## src/shared/gci_cfg.svh

```systemverilog
`ifndef GCI_CFG_SVH
`define GCI_CFG_SVH

// Pin vector geometry and frame lengths.
`define GCI_NPINS        8
`define GCI_FRAME_BYTES  9
`define GCI_REPLY_BYTES  4'h5
`define GCI_ERROR_BYTES  4'h1
`define GCI_ERROR_CODE   8'hff

// Command opcodes carried in byte 0 of a frame.
`define GCI_OP_GET_FUNC  8'h10
`define GCI_OP_GET_DIR   8'h11
`define GCI_OP_GET_LVL   8'h12
`define GCI_OP_GET_STATE 8'h13
`define GCI_OP_SET_DIR   8'h19
`define GCI_OP_SET_LVL   8'h1a
`define GCI_OP_SET_STATE 8'h1b

// Boot values restored by every reset.
`define GCI_BOOT_FUNC    8'hff
`define GCI_BOOT_DIR     8'h00
`define GCI_BOOT_LVL     8'hff
`define GCI_BOOT_STATE   8'h00
`define GCI_BOOT_DISABLE 1'b0

// Register byte offsets on the bus.
`define GCI_REG_CTRL     4'h0
`define GCI_REG_FUNC     4'h4
`define GCI_REG_STATUS   4'h8
`define GCI_REG_COUNT    4'hc

// Field position in the control register.
`define GCI_CTRL_DISABLE 0

`endif

```

## src/shared/gci_pkg.sv

```systemverilog
`default_nettype none
package gci_pkg;

  // One collected command frame, parameters already little endian.
  typedef struct packed {
    logic [7:0]  opcode;  // Command byte.
    logic [31:0] mask;    // First parameter.
    logic [31:0] value;   // Second parameter.
  } gci_frame_t;

  // Sequencer states of the interpreter.
  typedef enum logic [1:0] {
    GCI_IDLE  = 2'b00,
    GCI_EXEC  = 2'b01,
    GCI_REPLY = 2'b10
  } gci_state_t;

endpackage
`default_nettype wire

```

## src/hdl/gci_interp.sv

```systemverilog
// Notes on behaviour
// - Parameters carry 32 pins, eight implemented.
// - Parameters little endian, pin zero first.
// - Dedicated pins: any read value, writes ignored.
// - Frame is opcode plus two four-byte parameters.
// - Accepted command replies opcode plus one word.
// - Unknown opcode replies single byte ff.
// - Opcodes 10h-13h read function, direction, level, state.
// - Read opcodes ignore their parameter bytes.
// - Function word cannot change through commands.
// - Updates volatile; reset restores boot values.
// - Function one means general purpose pin.
// - Direction one means output, zero input.
// - Level one means active low.
// - State one means logically active.
// - Opcode 19h masked direction update, returns directions.
// - Opcode 1Ah masked level update, returns levels.
// - Opcode 1Bh masked state update, returns states.
// - Boot default: general purpose input, active low.
// - Control switch disables the command interface.
`timescale 1ns/1ps
`default_nettype none
`include "gci_cfg.svh"

module gci_interp (
  // Clock and reset.
  input  wire logic                  sys_clk_in,
  input  wire logic                  rst_n_in,
  // Avalon-MM register slave.
  input  wire logic [3:0]            avs_address_in,
  input  wire logic                  avs_read_in,
  input  wire logic                  avs_write_in,
  input  wire logic [31:0]           avs_writedata_in,
  input  wire logic [3:0]            avs_byteenable_in,
  output logic      [31:0]           avs_readdata_out,
  output logic                       avs_waitrequest_out,
  // Command byte stream from the host.
  input  wire logic [7:0]            cmd_data_in,
  input  wire logic                  cmd_valid_in,
  output logic                       cmd_ready_out,
  // Reply byte stream to the host.
  output logic      [7:0]            rsp_data_out,
  output logic                       rsp_valid_out,
  input  wire logic                  rsp_ready_in,
  // Configurable pins.
  input  wire logic [`GCI_NPINS-1:0] pin_in,
  output logic      [`GCI_NPINS-1:0] pin_out,
  output logic      [`GCI_NPINS-1:0] pin_oe_n_out
);

  // Merge new bits into an old word wherever the mask is set.
  function automatic logic [`GCI_NPINS-1:0] merge(
    input logic [`GCI_NPINS-1:0] old_bits,
    input logic [`GCI_NPINS-1:0] mask_bits,
    input logic [`GCI_NPINS-1:0] new_bits
  );
    merge = (old_bits & ~mask_bits) | (new_bits & mask_bits);
  endfunction

  // Widen an eight-pin word to the 32-bit protocol word.
  function automatic logic [31:0] widen(input logic [`GCI_NPINS-1:0] bits);
    widen = {{(32 - `GCI_NPINS){1'b0}}, bits};
  endfunction

  gci_pkg::gci_state_t   state_r;      // Sequencer state.
  gci_pkg::gci_frame_t   frame;        // Frame held by the collector.
  logic                  frame_full;   // Collector holds a whole frame.
  logic                  take;         // Release the held frame.
  logic [`GCI_NPINS-1:0] func_r;       // Function word, general use when set.
  logic [`GCI_NPINS-1:0] dir_r;        // Direction word, output when set.
  logic [`GCI_NPINS-1:0] lvl_r;        // Level word, active low when set.
  logic [`GCI_NPINS-1:0] st_r;         // Stored logical state.
  logic [`GCI_NPINS-1:0] in_state;     // Logical state seen on the pads.
  logic [`GCI_NPINS-1:0] cur_state;    // Reported state of every pin.
  logic                  disable_r;    // Command interface switched off.
  logic [15:0]           good_cnt_r;   // Accepted commands.
  logic [15:0]           bad_cnt_r;    // Rejected commands.
  logic [31:0]           rsp_buf_r;    // Reply bytes still to send.
  logic [3:0]            rsp_cnt_r;    // Reply bytes left including current.
  logic [`GCI_NPINS-1:0] gp_mask;      // Update mask limited to general pins.
  logic [`GCI_NPINS-1:0] dir_nxt;      // Direction after this command.
  logic [`GCI_NPINS-1:0] lvl_nxt;      // Level after this command.
  logic [`GCI_NPINS-1:0] st_nxt;       // State after this command.
  logic [31:0]           word_nxt;     // Reply parameter.
  logic                  known;        // Opcode is recognised.
  logic [31:0]           rd_nxt;       // Read data for the current access.
  logic                  acc;          // Bus access completes this cycle.

  // Collects nine command bytes into one frame.
  gci_frame_rx u_rx (
    .sys_clk_in     (sys_clk_in),
    .rst_n_in       (rst_n_in),
    .byte_in        (cmd_data_in),
    .byte_valid_in  (cmd_valid_in),
    .byte_ready_out (cmd_ready_out),
    .take_in        (take),
    .full_out       (frame_full),
    .frame_out      (frame)
  );

  // Drives and samples the pads.
  gci_pin_bank u_pins (
    .sys_clk_in   (sys_clk_in),
    .rst_n_in     (rst_n_in),
    .func_in      (func_r),
    .dir_in       (dir_r),
    .lvl_in       (lvl_r),
    .state_in     (st_r),
    .pin_in       (pin_in),
    .pin_out      (pin_out),
    .pin_oe_n_out (pin_oe_n_out),
    .in_state_out (in_state)
  );

  // Outputs report their stored state, inputs the logical state sampled at the pad.
  assign cur_state = (dir_r & st_r) | (~dir_r & in_state);

  // Only pins in general use may be changed by a command.
  assign gp_mask = frame.mask[`GCI_NPINS-1:0] & func_r;

  // The frame is released once the sequencer has looked at it.
  assign take = frame_full && (state_r == gci_pkg::GCI_IDLE);

  // Command decode: new settings and the reply word.
  always_comb begin
    dir_nxt  = dir_r;
    lvl_nxt  = lvl_r;
    st_nxt   = st_r;
    word_nxt = 32'h0000_0000;
    known    = 1'b1;
    // Parameter bytes are read only by the update opcodes.
    case (frame.opcode)
      `GCI_OP_GET_FUNC: begin
        word_nxt = widen(func_r);
      end
      `GCI_OP_GET_DIR: begin
        word_nxt = widen(dir_r);
      end
      `GCI_OP_GET_LVL: begin
        word_nxt = widen(lvl_r);
      end
      `GCI_OP_GET_STATE: begin
        word_nxt = widen(cur_state);
      end
      `GCI_OP_SET_DIR: begin
        dir_nxt  = merge(dir_r, gp_mask, frame.value[`GCI_NPINS-1:0]);
        word_nxt = widen(dir_nxt);
      end
      `GCI_OP_SET_LVL: begin
        lvl_nxt  = merge(lvl_r, gp_mask, frame.value[`GCI_NPINS-1:0]);
        word_nxt = widen(lvl_nxt);
      end
      `GCI_OP_SET_STATE: begin
        st_nxt   = merge(st_r, gp_mask, frame.value[`GCI_NPINS-1:0]);
        word_nxt = widen((dir_r & st_nxt) | (~dir_r & in_state));
      end
      default: begin
        known = 1'b0;
      end
    endcase
  end

  // Sequencer: wait for a frame, act on it, send the reply.
  always_ff @(posedge sys_clk_in or negedge rst_n_in) begin
    if (!rst_n_in) begin
      state_r <= gci_pkg::GCI_IDLE;
    end else begin
      case (state_r)
        gci_pkg::GCI_IDLE: begin
          // A disabled interface swallows frames without a reply.
          if (frame_full && !disable_r) begin
            state_r <= gci_pkg::GCI_EXEC;
          end
        end
        gci_pkg::GCI_EXEC: begin
          state_r <= gci_pkg::GCI_REPLY;
        end
        gci_pkg::GCI_REPLY: begin
          // Return to idle once the last reply byte is taken.
          if (rsp_ready_in && rsp_cnt_r == 4'h1) begin
            state_r <= gci_pkg::GCI_IDLE;
          end
        end
        default: begin
          state_r <= gci_pkg::GCI_IDLE;
        end
      endcase
    end
  end

  // Volatile pin settings, reloaded with boot values on reset.
  always_ff @(posedge sys_clk_in or negedge rst_n_in) begin
    if (!rst_n_in) begin
      dir_r <= `GCI_BOOT_DIR;
      lvl_r <= `GCI_BOOT_LVL;
      st_r  <= `GCI_BOOT_STATE;
    end else if (state_r == gci_pkg::GCI_EXEC) begin
      dir_r <= dir_nxt;
      lvl_r <= lvl_nxt;
      st_r  <= st_nxt;
    end
  end

  // Reply shifter: first byte is the echoed opcode or the error code.
  always_ff @(posedge sys_clk_in or negedge rst_n_in) begin
    if (!rst_n_in) begin
      rsp_data_out  <= 8'h00;
      rsp_valid_out <= 1'b0;
      rsp_buf_r     <= 32'h0000_0000;
      rsp_cnt_r     <= 4'h0;
    end else if (state_r == gci_pkg::GCI_EXEC) begin
      rsp_valid_out <= 1'b1;
      rsp_buf_r     <= word_nxt;
      if (known) begin
        rsp_data_out <= frame.opcode;
        rsp_cnt_r    <= `GCI_REPLY_BYTES;
      end else begin
        rsp_data_out <= `GCI_ERROR_CODE;
        rsp_cnt_r    <= `GCI_ERROR_BYTES;
      end
    end else if (rsp_valid_out && rsp_ready_in) begin
      // Send the parameter low byte first.
      if (rsp_cnt_r == 4'h1) begin
        rsp_valid_out <= 1'b0;
      end else begin
        rsp_data_out <= rsp_buf_r[7:0];
        rsp_buf_r    <= {8'h00, rsp_buf_r[31:8]};
      end
      rsp_cnt_r <= rsp_cnt_r - 4'h1;
    end
  end

  // Command counters, shown to software.
  always_ff @(posedge sys_clk_in or negedge rst_n_in) begin
    if (!rst_n_in) begin
      good_cnt_r <= 16'h0000;
      bad_cnt_r  <= 16'h0000;
    end else if (state_r == gci_pkg::GCI_EXEC) begin
      if (known) begin
        good_cnt_r <= good_cnt_r + 16'h0001;
      end else begin
        bad_cnt_r <= bad_cnt_r + 16'h0001;
      end
    end
  end

  // An access completes in the cycle its waitrequest is low.
  assign acc = (avs_read_in || avs_write_in) && !avs_waitrequest_out;

  // Read mux; unmapped offsets read as zero.
  always_comb begin
    rd_nxt = 32'h0000_0000;
    case (avs_address_in)
      `GCI_REG_CTRL: begin
        rd_nxt[`GCI_CTRL_DISABLE] = disable_r;
      end
      `GCI_REG_FUNC: begin
        rd_nxt = widen(func_r);
      end
      `GCI_REG_STATUS: begin
        rd_nxt = {7'h00, state_r != gci_pkg::GCI_IDLE, cur_state, lvl_r, dir_r};
      end
      `GCI_REG_COUNT: begin
        rd_nxt = {bad_cnt_r, good_cnt_r};
      end
      default: begin
        rd_nxt = 32'h0000_0000;
      end
    endcase
  end

  // Waitrequest drops for one cycle, one cycle after a request appears.
  always_ff @(posedge sys_clk_in or negedge rst_n_in) begin
    if (!rst_n_in) begin
      avs_waitrequest_out <= 1'b1;
      avs_readdata_out    <= 32'h0000_0000;
    end else if ((avs_read_in || avs_write_in) && avs_waitrequest_out) begin
      avs_waitrequest_out <= 1'b0;
      avs_readdata_out    <= avs_read_in ? rd_nxt : 32'h0000_0000;
    end else begin
      avs_waitrequest_out <= 1'b1;
    end
  end

  // Boot configuration: interface switch and function word.
  always_ff @(posedge sys_clk_in or negedge rst_n_in) begin
    if (!rst_n_in) begin
      disable_r <= `GCI_BOOT_DISABLE;
      func_r    <= `GCI_BOOT_FUNC;
    end else if (acc && avs_write_in && avs_byteenable_in[0]) begin
      // The function word is reachable from software only, never by command.
      if (avs_address_in == `GCI_REG_CTRL) begin
        disable_r <= avs_writedata_in[`GCI_CTRL_DISABLE];
      end else if (avs_address_in == `GCI_REG_FUNC) begin
        func_r <= avs_writedata_in[`GCI_NPINS-1:0];
      end
    end
  end

endmodule  // gci_interp
`default_nettype wire

```

## src/hdl/gci_frame_rx.sv

```systemverilog
`timescale 1ns/1ps
`default_nettype none
`include "gci_cfg.svh"

module gci_frame_rx (
  // Clock and reset.
  input  wire logic              sys_clk_in,
  input  wire logic              rst_n_in,
  // Incoming command bytes.
  input  wire logic [7:0]        byte_in,
  input  wire logic              byte_valid_in,
  output logic                   byte_ready_out,
  // Collected frame towards the sequencer.
  input  wire logic              take_in,
  output logic                   full_out,
  output gci_pkg::gci_frame_t    frame_out
);

  logic [7:0] byte_r [0:`GCI_FRAME_BYTES-1];  // Frame storage, indexed by position.
  logic [3:0] idx_r;                           // Position of the next byte.
  logic       hit;                             // A byte is taken this cycle.

  assign hit = byte_valid_in && byte_ready_out;

  // Byte storage: each accepted byte lands at its frame position.
  always_ff @(posedge sys_clk_in or negedge rst_n_in) begin
    if (!rst_n_in) begin
      for (int i = 0; i < `GCI_FRAME_BYTES; i++) begin
        byte_r[i] <= 8'h00;
      end
    end else if (hit) begin
      byte_r[idx_r] <= byte_in;
    end
  end

  // Position counter and full flag; the full frame blocks new bytes.
  always_ff @(posedge sys_clk_in or negedge rst_n_in) begin
    if (!rst_n_in) begin
      idx_r          <= 4'h0;
      full_out       <= 1'b0;
      byte_ready_out <= 1'b1;
    end else if (hit && idx_r == 4'(`GCI_FRAME_BYTES - 1)) begin
      idx_r          <= 4'h0;
      full_out       <= 1'b1;
      byte_ready_out <= 1'b0;
    end else if (hit) begin
      idx_r <= idx_r + 4'h1;
    end else if (take_in) begin
      full_out       <= 1'b0;
      byte_ready_out <= 1'b1;
    end
  end

  // Parameters are little endian: bytes 1 and 5 hold pins 0 to 7.
  assign frame_out.opcode = byte_r[0];
  assign frame_out.mask   = {byte_r[4], byte_r[3], byte_r[2], byte_r[1]};
  assign frame_out.value  = {byte_r[8], byte_r[7], byte_r[6], byte_r[5]};

endmodule  // gci_frame_rx
`default_nettype wire

```

## src/hdl/gci_pin_bank.sv

```systemverilog
`timescale 1ns/1ps
`default_nettype none
`include "gci_cfg.svh"

module gci_pin_bank (
  // Clock and reset.
  input  wire logic                  sys_clk_in,
  input  wire logic                  rst_n_in,
  // Pin configuration.
  input  wire logic [`GCI_NPINS-1:0] func_in,
  input  wire logic [`GCI_NPINS-1:0] dir_in,
  input  wire logic [`GCI_NPINS-1:0] lvl_in,
  input  wire logic [`GCI_NPINS-1:0] state_in,
  // Pads and sampled logical state.
  input  wire logic [`GCI_NPINS-1:0] pin_in,
  output logic      [`GCI_NPINS-1:0] pin_out,
  output logic      [`GCI_NPINS-1:0] pin_oe_n_out,
  output logic      [`GCI_NPINS-1:0] in_state_out
);

  genvar g;

  // One identical slice per configurable pin.
  generate
    for (g = 0; g < `GCI_NPINS; g++) begin : g_pin
      // Drive only general purpose outputs; others stay undriven.
      always_ff @(posedge sys_clk_in or negedge rst_n_in) begin
        if (!rst_n_in) begin
          pin_out[g]      <= 1'b0;
          pin_oe_n_out[g] <= 1'b1;
          in_state_out[g] <= 1'b0;
        end else begin
          pin_out[g]      <= state_in[g] ^ ~lvl_in[g] ^ 1'b1;
          pin_oe_n_out[g] <= ~(func_in[g] & dir_in[g]);
          in_state_out[g] <= pin_in[g] ^ lvl_in[g];
        end
      end
    end
  endgenerate

endmodule  // gci_pin_bank
`default_nettype wire

```

## config.mk

```make
export PLATFORM = sky130hd
export DESIGN_NAME = gci_interp
export DESIGN_NICKNAME = d
export VERILOG_FILES = /design/src/shared/gci_pkg.sv /design/src/hdl/gci_interp.sv /design/src/hdl/gci_frame_rx.sv /design/src/hdl/gci_pin_bank.sv
export VERILOG_INCLUDE_DIRS = /design/src /design/src/shared
export SDC_FILE = /design/constraint.sdc
export NUM_CORES = 1
export LEC_CHECK = 0
export BUFFER_PORTS_ARGS = -buffer_cell sky130_fd_sc_hd__buf_2
export CAP_MARGIN = 40
export CORE_MARGIN = 2
export CORE_UTILIZATION = 38
export CTS_CLUSTER_DIAMETER = 120
export DETAILED_ROUTE_END_ITERATION = 16
export SLEW_MARGIN = 20
export SYNTH_ARGS = -nofsm -noshare
export SYNTH_HDL_FRONTEND = slang
export SYNTH_SLANG_ARGS = --single-unit
```

## constraint.sdc

```tcl
create_clock -name sys_clk_in -period 2.1 [get_ports sys_clk_in]
set_input_delay 0.105 -clock sys_clk_in [delete_from_list [all_inputs] [get_ports sys_clk_in]]
set_output_delay 0.105 -clock sys_clk_in [all_outputs]
set_load 0.01 [all_outputs]
```

[Word-level counts from Yosys, hierarchy flattened]
Cells that the tools add are included.
Word-level totals
  input port bits: 62
  output and inout port bits: 59
  register bits: 247
  word-level logic and storage cells: 206
Operators by class
  eq/ne operators: 18
  reduce and logical (&&, ||, !) cells: 33
  bitwise gates (word level): 66
  add/subtract/negate cells: 4
  mux-type cells: 33
  order comparisons: 2
Operator list (number)
  2-to-1 mux 32 bit: 4
  one-hot mux 31 bit (3 select lines): 1
  bitwise mux 72 bit: 1
  bitwise AND 8 bit: 8
  equality test 8 x 5 -> 1 bit (second input constant): 7
  one-hot mux 8 bit (7 select lines): 1
  2-to-1 mux 8 bit: 5
  bitwise OR 8 bit: 5
  adder 16 x 1 -> 16 bit (second input constant): 2
  demux 8 bit (select 4 bit): 1
  NOT 1 bit: 26
  AND reduction 2 bit: 10
  2-to-1 mux 4 bit: 4
  NOT 8 bit: 2
  XOR 1 bit: 16
  equality test 4 bit (second input constant): 3
  logical AND 1 bit: 11
  2-to-1 mux 1 bit: 11
  nonzero test 2 bit: 5
  bitwise AND 1 bit: 8
  OR reduction 7 bit: 1
  one-hot mux 2 bit (3 select lines): 1
  greater-or-equal comparator 5 bit (second input constant): 1
  < comparator 5 x 1 -> 1 bit (second input constant): 1
  17 further kinds: 21

[Longest topological paths before layout]
  word-level depth: 8
  depth in mapped cells: 7

[Cells and area by module]
Synthesis repeated with hierarchy kept, for this count alone.
Second synthesis, totals
  cell total of the unflattened synthesis: 865
  area, all modules: 10251.1 µm²
By module, submodules not included
  gci_interp: area each 6377.4 µm², cells an instance 622, times used 1, seq. area each 3049.2 µm²
  gci_frame_rx: area each 3093.0 µm², cells an instance 195, times used 1, seq. area each 1953.1 µm²
  gci_pin_bank: area each 780.7 µm², cells an instance 48, times used 1, seq. area each 610.6 µm²

[Worst setup path before layout]
Ideal clock, no wire load.
  kind: reg-to-reg
  start: register u_rx.byte_r, in the netlist u_rx.frame_out[66]
  end: register dir_r[6]
  data required time: 1.972 ns
  cell stages (with the launch flop): 6
  slack: 0.103 ns
  arrival time: 1.870 ns
  cell sequence: dfrtp_1 or4b_4 buf_6 nor4_4 nand3_1 mux2_1
Between the ends
  word-level cells in the longest chain between the ends: 2
RTL lines
  from (decl): RTL line gci_frame_rx.sv:19  | logic [7:0] byte_r [0:`GCI_FRAME_BYTES-1];
  from (signal, indexed assignment): RTL line gci_frame_rx.sv:32  | byte_r[idx_r] <= byte_in;
  equality test 8 x 5 -> 1 bit: RTL line gci_interp.sv:132  | case (frame.opcode)
  AND reduction 2 bit (no source line)
  to (signal assigned): RTL line gci_interp.sv:194  | dir_r <= `GCI_BOOT_DIR;
  to (signal assigned): RTL line gci_interp.sv:198  | dir_r <= dir_nxt;
  to (decl): RTL line gci_interp.sv:70  | logic [`GCI_NPINS-1:0] dir_r;
No other way between the ends.
A chain may end at the register's enable or synchronous reset.

[Worst setup path in the final report]
  start: register u_rx.byte_r, in the netlist u_rx.frame_out[69]
  end: register st_r[3]
Between the ends
  word-level cells in the longest chain between the ends: 2
RTL lines
  equality test 8 x 5 -> 1 bit: RTL line gci_interp.sv:132
  AND reduction 2 bit (no source line)
  to (signal assigned): RTL line gci_interp.sv:196  | st_r <= `GCI_BOOT_STATE;
  to (signal assigned): RTL line gci_interp.sv:200  | st_r <= st_nxt;
  to (decl): RTL line gci_interp.sv:72  | logic [`GCI_NPINS-1:0] st_r;
No other way between the ends.

==> Implementation_results.wiki <==
{| class="wikitable"
! Metric !! Value
|-
| Peak per-stage delay on the critical path || 590 ps
|-
| Number of endpoints with negative hold slack in the final report || 0
|-
| Antenna diodes || 0
|-
| Die span in x || roughly 150 um
|-
| Number of global-route vias before repair || about 6k
|-
| Leakage power || approximately 4.7 nW
|-
| Clk sinks || about 180
|-
| Top-area cell type share of the netlist area || a little under half
|-
| Std cell rows || 53
|-
| # H-tree levels || 4
|-
| Initial DRC Count || between 400 and 500
|-
| Run status || finished, final reports clean
|-
| Final count of negative-setup-slack endpoints || 0
|-
| Maximum operating frequency || around 490 MHz
|-
| Height of the die || 151 um
|-
| Worst-case clock skew || around 8.7 ps
|-
| Post-Synthesis Cells || approximately 730
|-
| Power Density || just under 1000 nW/um2
|-
| Top area cells in the synthesized netlist || sky130_fd_sc_hd__dfrtp_1 45%, sky130_fd_sc_hd__dfstp_2 8.3%, sky130_fd_sc_hd__mux2_2 7.8%
|-
| Worst path arrival time || between 2000 and 2500 ps
|-
| Transition time at the pin with the least slew margin || ~630 ps
|-
| Global-route wire length before repair || ~34000 um
|-
| Total design power || between 10 and 15 mW
|-
| Aggregate global-route resource usage || 19.8%
|-
| Clock buffer depth || 2
|-
| Clock root cell || sky130_fd_sc_hd__clkbuf_16
|-
| Worst EP required || about 2400 ps
|-
| Total nets after synthesis || approximately 800
|-
| Sequential power share || 45.3%
|-
| Top flip-flop cell by instance count after synthesis || sky130_fd_sc_hd__dfrtp_1
|-
| Unrepaired setup endpoints after global routing || yes
|-
| Combinational Power Share || 23.1%
|-
| Area growth syn-to-layout || 22.9%
|-
| Detailed-route DRC error count || 0
|-
| Most frequent cells in the layout || 149 x sky130_fd_sc_hd__dfrtp_1, 92 x sky130_fd_sc_hd__buf_2, 84 x sky130_fd_sc_hd__nand2_1, 57 x sky130_fd_sc_hd__mux2_2, 52 x sky130_fd_sc_hd__nand3_1
|-
| Post-synthesis async set-or-reset flop share || 100%
|-
| Largest area contributor in the netlist || sky130_fd_sc_hd__dfrtp_1
|-
| Post-Route Hold Slack || 44.0 ps
|-
| Total length of routed wires || 21600 um
|-
| Cell-internal power || 6.65 mW
|-
| Via count || just over 6k
|-
| Post-route antenna net violation count || 0
|-
| Number of search-and-repair iterations in the first detailed-routing pass || 5
|-
| Core area || between 20000 and 25000 um2
|-
| Critical path launch point || u_rx.frame_out[69]$_DFFE_PN0P_
|-
| Net Switching || 3.37 mW
|-
| IR Drop Worst-Case VDD || between 600 and 700 uV
|-
| Most common cell after layout, fill and taps aside || sky130_fd_sc_hd__dfrtp_1
|-
| Cell area after technology mapping || slightly above 8000 um2
|-
| Worst R2R Start || u_rx.frame_out[69]$_DFFE_PN0P_
|-
| Starting density of the core || between 30% and 40%
|-
| Fin crit share || between 90% and 100%
|-
| Final critical path time including I/O delays and setup || approximately 2000 ps
|-
| Mean routed wirelength per cell || 18.6 um
|-
| Worst-case headroom to the max-slew limit || about 58%
|-
| Pin count of the biggest net entering global routing || 54
|-
| Most frequent cell on the critical path || sky130_fd_sc_hd__buf_4
|-
| Seq/Total Area, Yosys || 53.4%
|-
| Number of buffers inserted during clock tree synthesis || 17
|-
| Count of buffers inserted at the top-level ports || 93
|-
| Number of warnings issued by yosys || 0
|-
| Max-cap viol count || 0
|-
| Type of origin of the critical path || register
|-
| Number of synthesized register bits || 175
|-
| Placed wire-length estimate after detailed placement || 15800 um
|-
| Sequential Area || around 4400 um2
|-
| Number of nets in the layout || 945
|-
| Crit Path Max Fanout || 8
|-
| Final RePlAce weighted congestion || ~0.86
|-
| Capturing element type of the critical path || register
|-
| CTS tree || built
|-
| CTS clock-pin slew for the worst setup and hold paths || around 70 ps
|-
| Distinct cells, synth || 65
|-
| Number of flops mapped to enable cells by yosys || 0
|-
| Final Max Tran Viols || 0
|-
| Start point of the worst hold path || avs_address_in[0]
|-
| Critical-path top delay cell || sky130_fd_sc_hd__or4b_4
|-
| Die area || ~23000 um2
|-
| # fillers || about 1.9k
|-
| Boundary Pins || between 100 and 150
|-
| Cells traversed along the worst timing path || or4b_4, buf_4, nor3_4, buf_4, nand3_1, mux2_2
|-
| Multi-input combinational cell area || about 3700 um2
|-
| Fraction of layout instances using a drive strength above 1 || between 30% and 40%
|-
| Switching Fraction || 33.6%
|-
| Classification of the worst-slack hold path || in -> reg
|-
| Average cell area after synthesis || 11.3 um2
|-
| Relative contribution of the clock network to total power || about a third
|-
| Vias per Instance || between 5 and 6
|-
| Antenna violations before repair || 0
|-
| Critical path type || reg -> reg
|-
| Global route total overflow || 0
|-
| Clock latency at the later pin of the worst-skew pair || about 430 ps
|}
-- synth_stat cells (3+ instances only) --
library cell and n:
sky130_fd_sc_hd__nor2b_1 3, sky130_fd_sc_hd__a2bb2oi_1 3, sky130_fd_sc_hd__nand4_1 12, sky130_fd_sc_hd__mux2i_1 15, sky130_fd_sc_hd__o22a_1 3, sky130_fd_sc_hd__nand2_1 84
sky130_fd_sc_hd__a211o_1 3, sky130_fd_sc_hd__a21oi_1 10, sky130_fd_sc_hd__o221a_2 3, sky130_fd_sc_hd__xnor2_1 23, sky130_fd_sc_hd__a22oi_1 20, sky130_fd_sc_hd__xor2_1 27
sky130_fd_sc_hd__o22ai_1 3, sky130_fd_sc_hd__and3_1 6, sky130_fd_sc_hd__nor3_1 7, sky130_fd_sc_hd__nor2_1 18, sky130_fd_sc_hd__nand3_1 52, sky130_fd_sc_hd__mux2_1 8
sky130_fd_sc_hd__inv_1 10, sky130_fd_sc_hd__a21boi_0 8, sky130_fd_sc_hd__dfstp_2 26, sky130_fd_sc_hd__nor4_1 8, sky130_fd_sc_hd__dfrtp_1 149, sky130_fd_sc_hd__buf_2 6
sky130_fd_sc_hd__o211ai_1 8, sky130_fd_sc_hd__mux2_2 57, sky130_fd_sc_hd__ha_1 7, sky130_fd_sc_hd__clkbuf_1 34, sky130_fd_sc_hd__a2111o_1 3, sky130_fd_sc_hd__nand3b_1 13
sky130_fd_sc_hd__a22o_1 8, sky130_fd_sc_hd__a222oi_1 7, sky130_fd_sc_hd__o21ai_0 45, sky130_fd_sc_hd__and4_1 3, sky130_fd_sc_hd__and2_1 6
-- flip-flops by register name (all words and copies together) (netlist names), 2 cells and up --
register / cells
bad_cnt_r: 16
st_r: 8
state_r: 2
rsp_cnt_r: 4
dir_r: 8
u_pins.in_state_out: 8
rsp_data_out: 8
avs_readdata_out: 32
lvl_r: 8
u_pins.pin_out: 8
good_cnt_r: 16
func_r: 8
u_rx.frame_out: 24
u_rx.idx_r: 4
rsp_buf_r: 8
u_pins.pin_oe_n_out: 8
-- cell type report --
class,instances,share of cell area [%]
Clock inverter,14,1.45
Timing Repair Buffer,165,11.1
Inverter,10,0.370
Multi-Input combinational cell,507,36.0
Clock buffer,18,4.22
Sequential cell,175,43.4
Tap cell,275,3.39
-- worst paths after layout --
check / endpoint / depth (start not counted) / slack, ps
max: st_r[3]$_DFFE_PN0P_ / 6 / 60
max in group asynchronous: u_pins.pin_oe_n_out[3]$_DFF_PN1_ / 3 / 1190
min: avs_readdata_out[0]$_DFFE_PN0P_ / 4 / 40
min in group asynchronous: u_rx.idx_r[1]$_DFFE_PN0P_ / 2 / 210
max reg2reg: st_r[3]$_DFFE_PN0P_ / 6 / 60
min reg2reg: bad_cnt_r[15]$_DFFE_PN0P_ / 1 / 470
-- metrics by stage --
stage	setup slack [ps]	TNS (ps)	utilization (%)	instance area (um2)	instances
2_1_floorplan	103	0	-	8270	734
3_3_place_gp	61.9	0	43.9	9280	1103
3_5_place_dp	36.5	0	43.9	9280	1103
4_1_cts	17.8	0	47.9	10100	1162
5_1_grt	-21.4	-71.4	48.0	10200	1164
6_report	64.2	0	48.0	10200	1164
-- layer usage --
metal,GRT usage [%],part of all wire (%),up-vias
li1,-,-,2949
met1,29.9,50,3111
met2,29.2,44,141
met3,3.41,4.2,28
met4,6.25,1.8,0
met5,0,0,-
-- power groups by stage --
| stage | Clock [mW] | Sequential, mW | Combinational (mW) |
|---|---|---|---|
| after floorplan | 0 | 4.33 | 1.54 |
| after global routing | 3.37 | 4.62 | 2.53 |
| after global placement | 0 | 4.57 | 2.21 |
| after CTS | 3.23 | 4.53 | 2.30 |
| final | 3.17 | 4.54 | 2.31 |
| after detailed placement | 0 | 4.59 | 2.25 |
-- cells by family (layout without fill, tap and decap cells) --
| kind of cell | after synthesis | after routing | synth area share [%] |
|---|---|---|---|
| xor+xnor | 50 | 50 | 5.30 |
| buf+inv | 52 | 207 | 2.54 |
| mux | 81 | 81 | 10.9 |
| flops | 175 | 175 | 53.4 |
| compound gates | 136 | 136 | 11.6 |
| simple gates | 233 | 233 | 15.2 |
| fa+ha+maj | 7 | 7 | 1.06 |
-- critical path: cells and delay by family (launching register included) --
kind | cells | cell delay [ps]
and+or+nand+nor | 3 | 880
DFF | 1 | 380
muxes | 1 | 280
buffers and inverters | 2 | 380
-- timing repair --
item | in CTS | in global routing
buffers inserted | 0 | 2
hold buffers | 27 | 0
gates resized for setup | 0 | 4
setup endpoints to repair | 0 | 39
endpoints found under the hold margin | 92 | 0
Power figures use the tool's default switching activity.
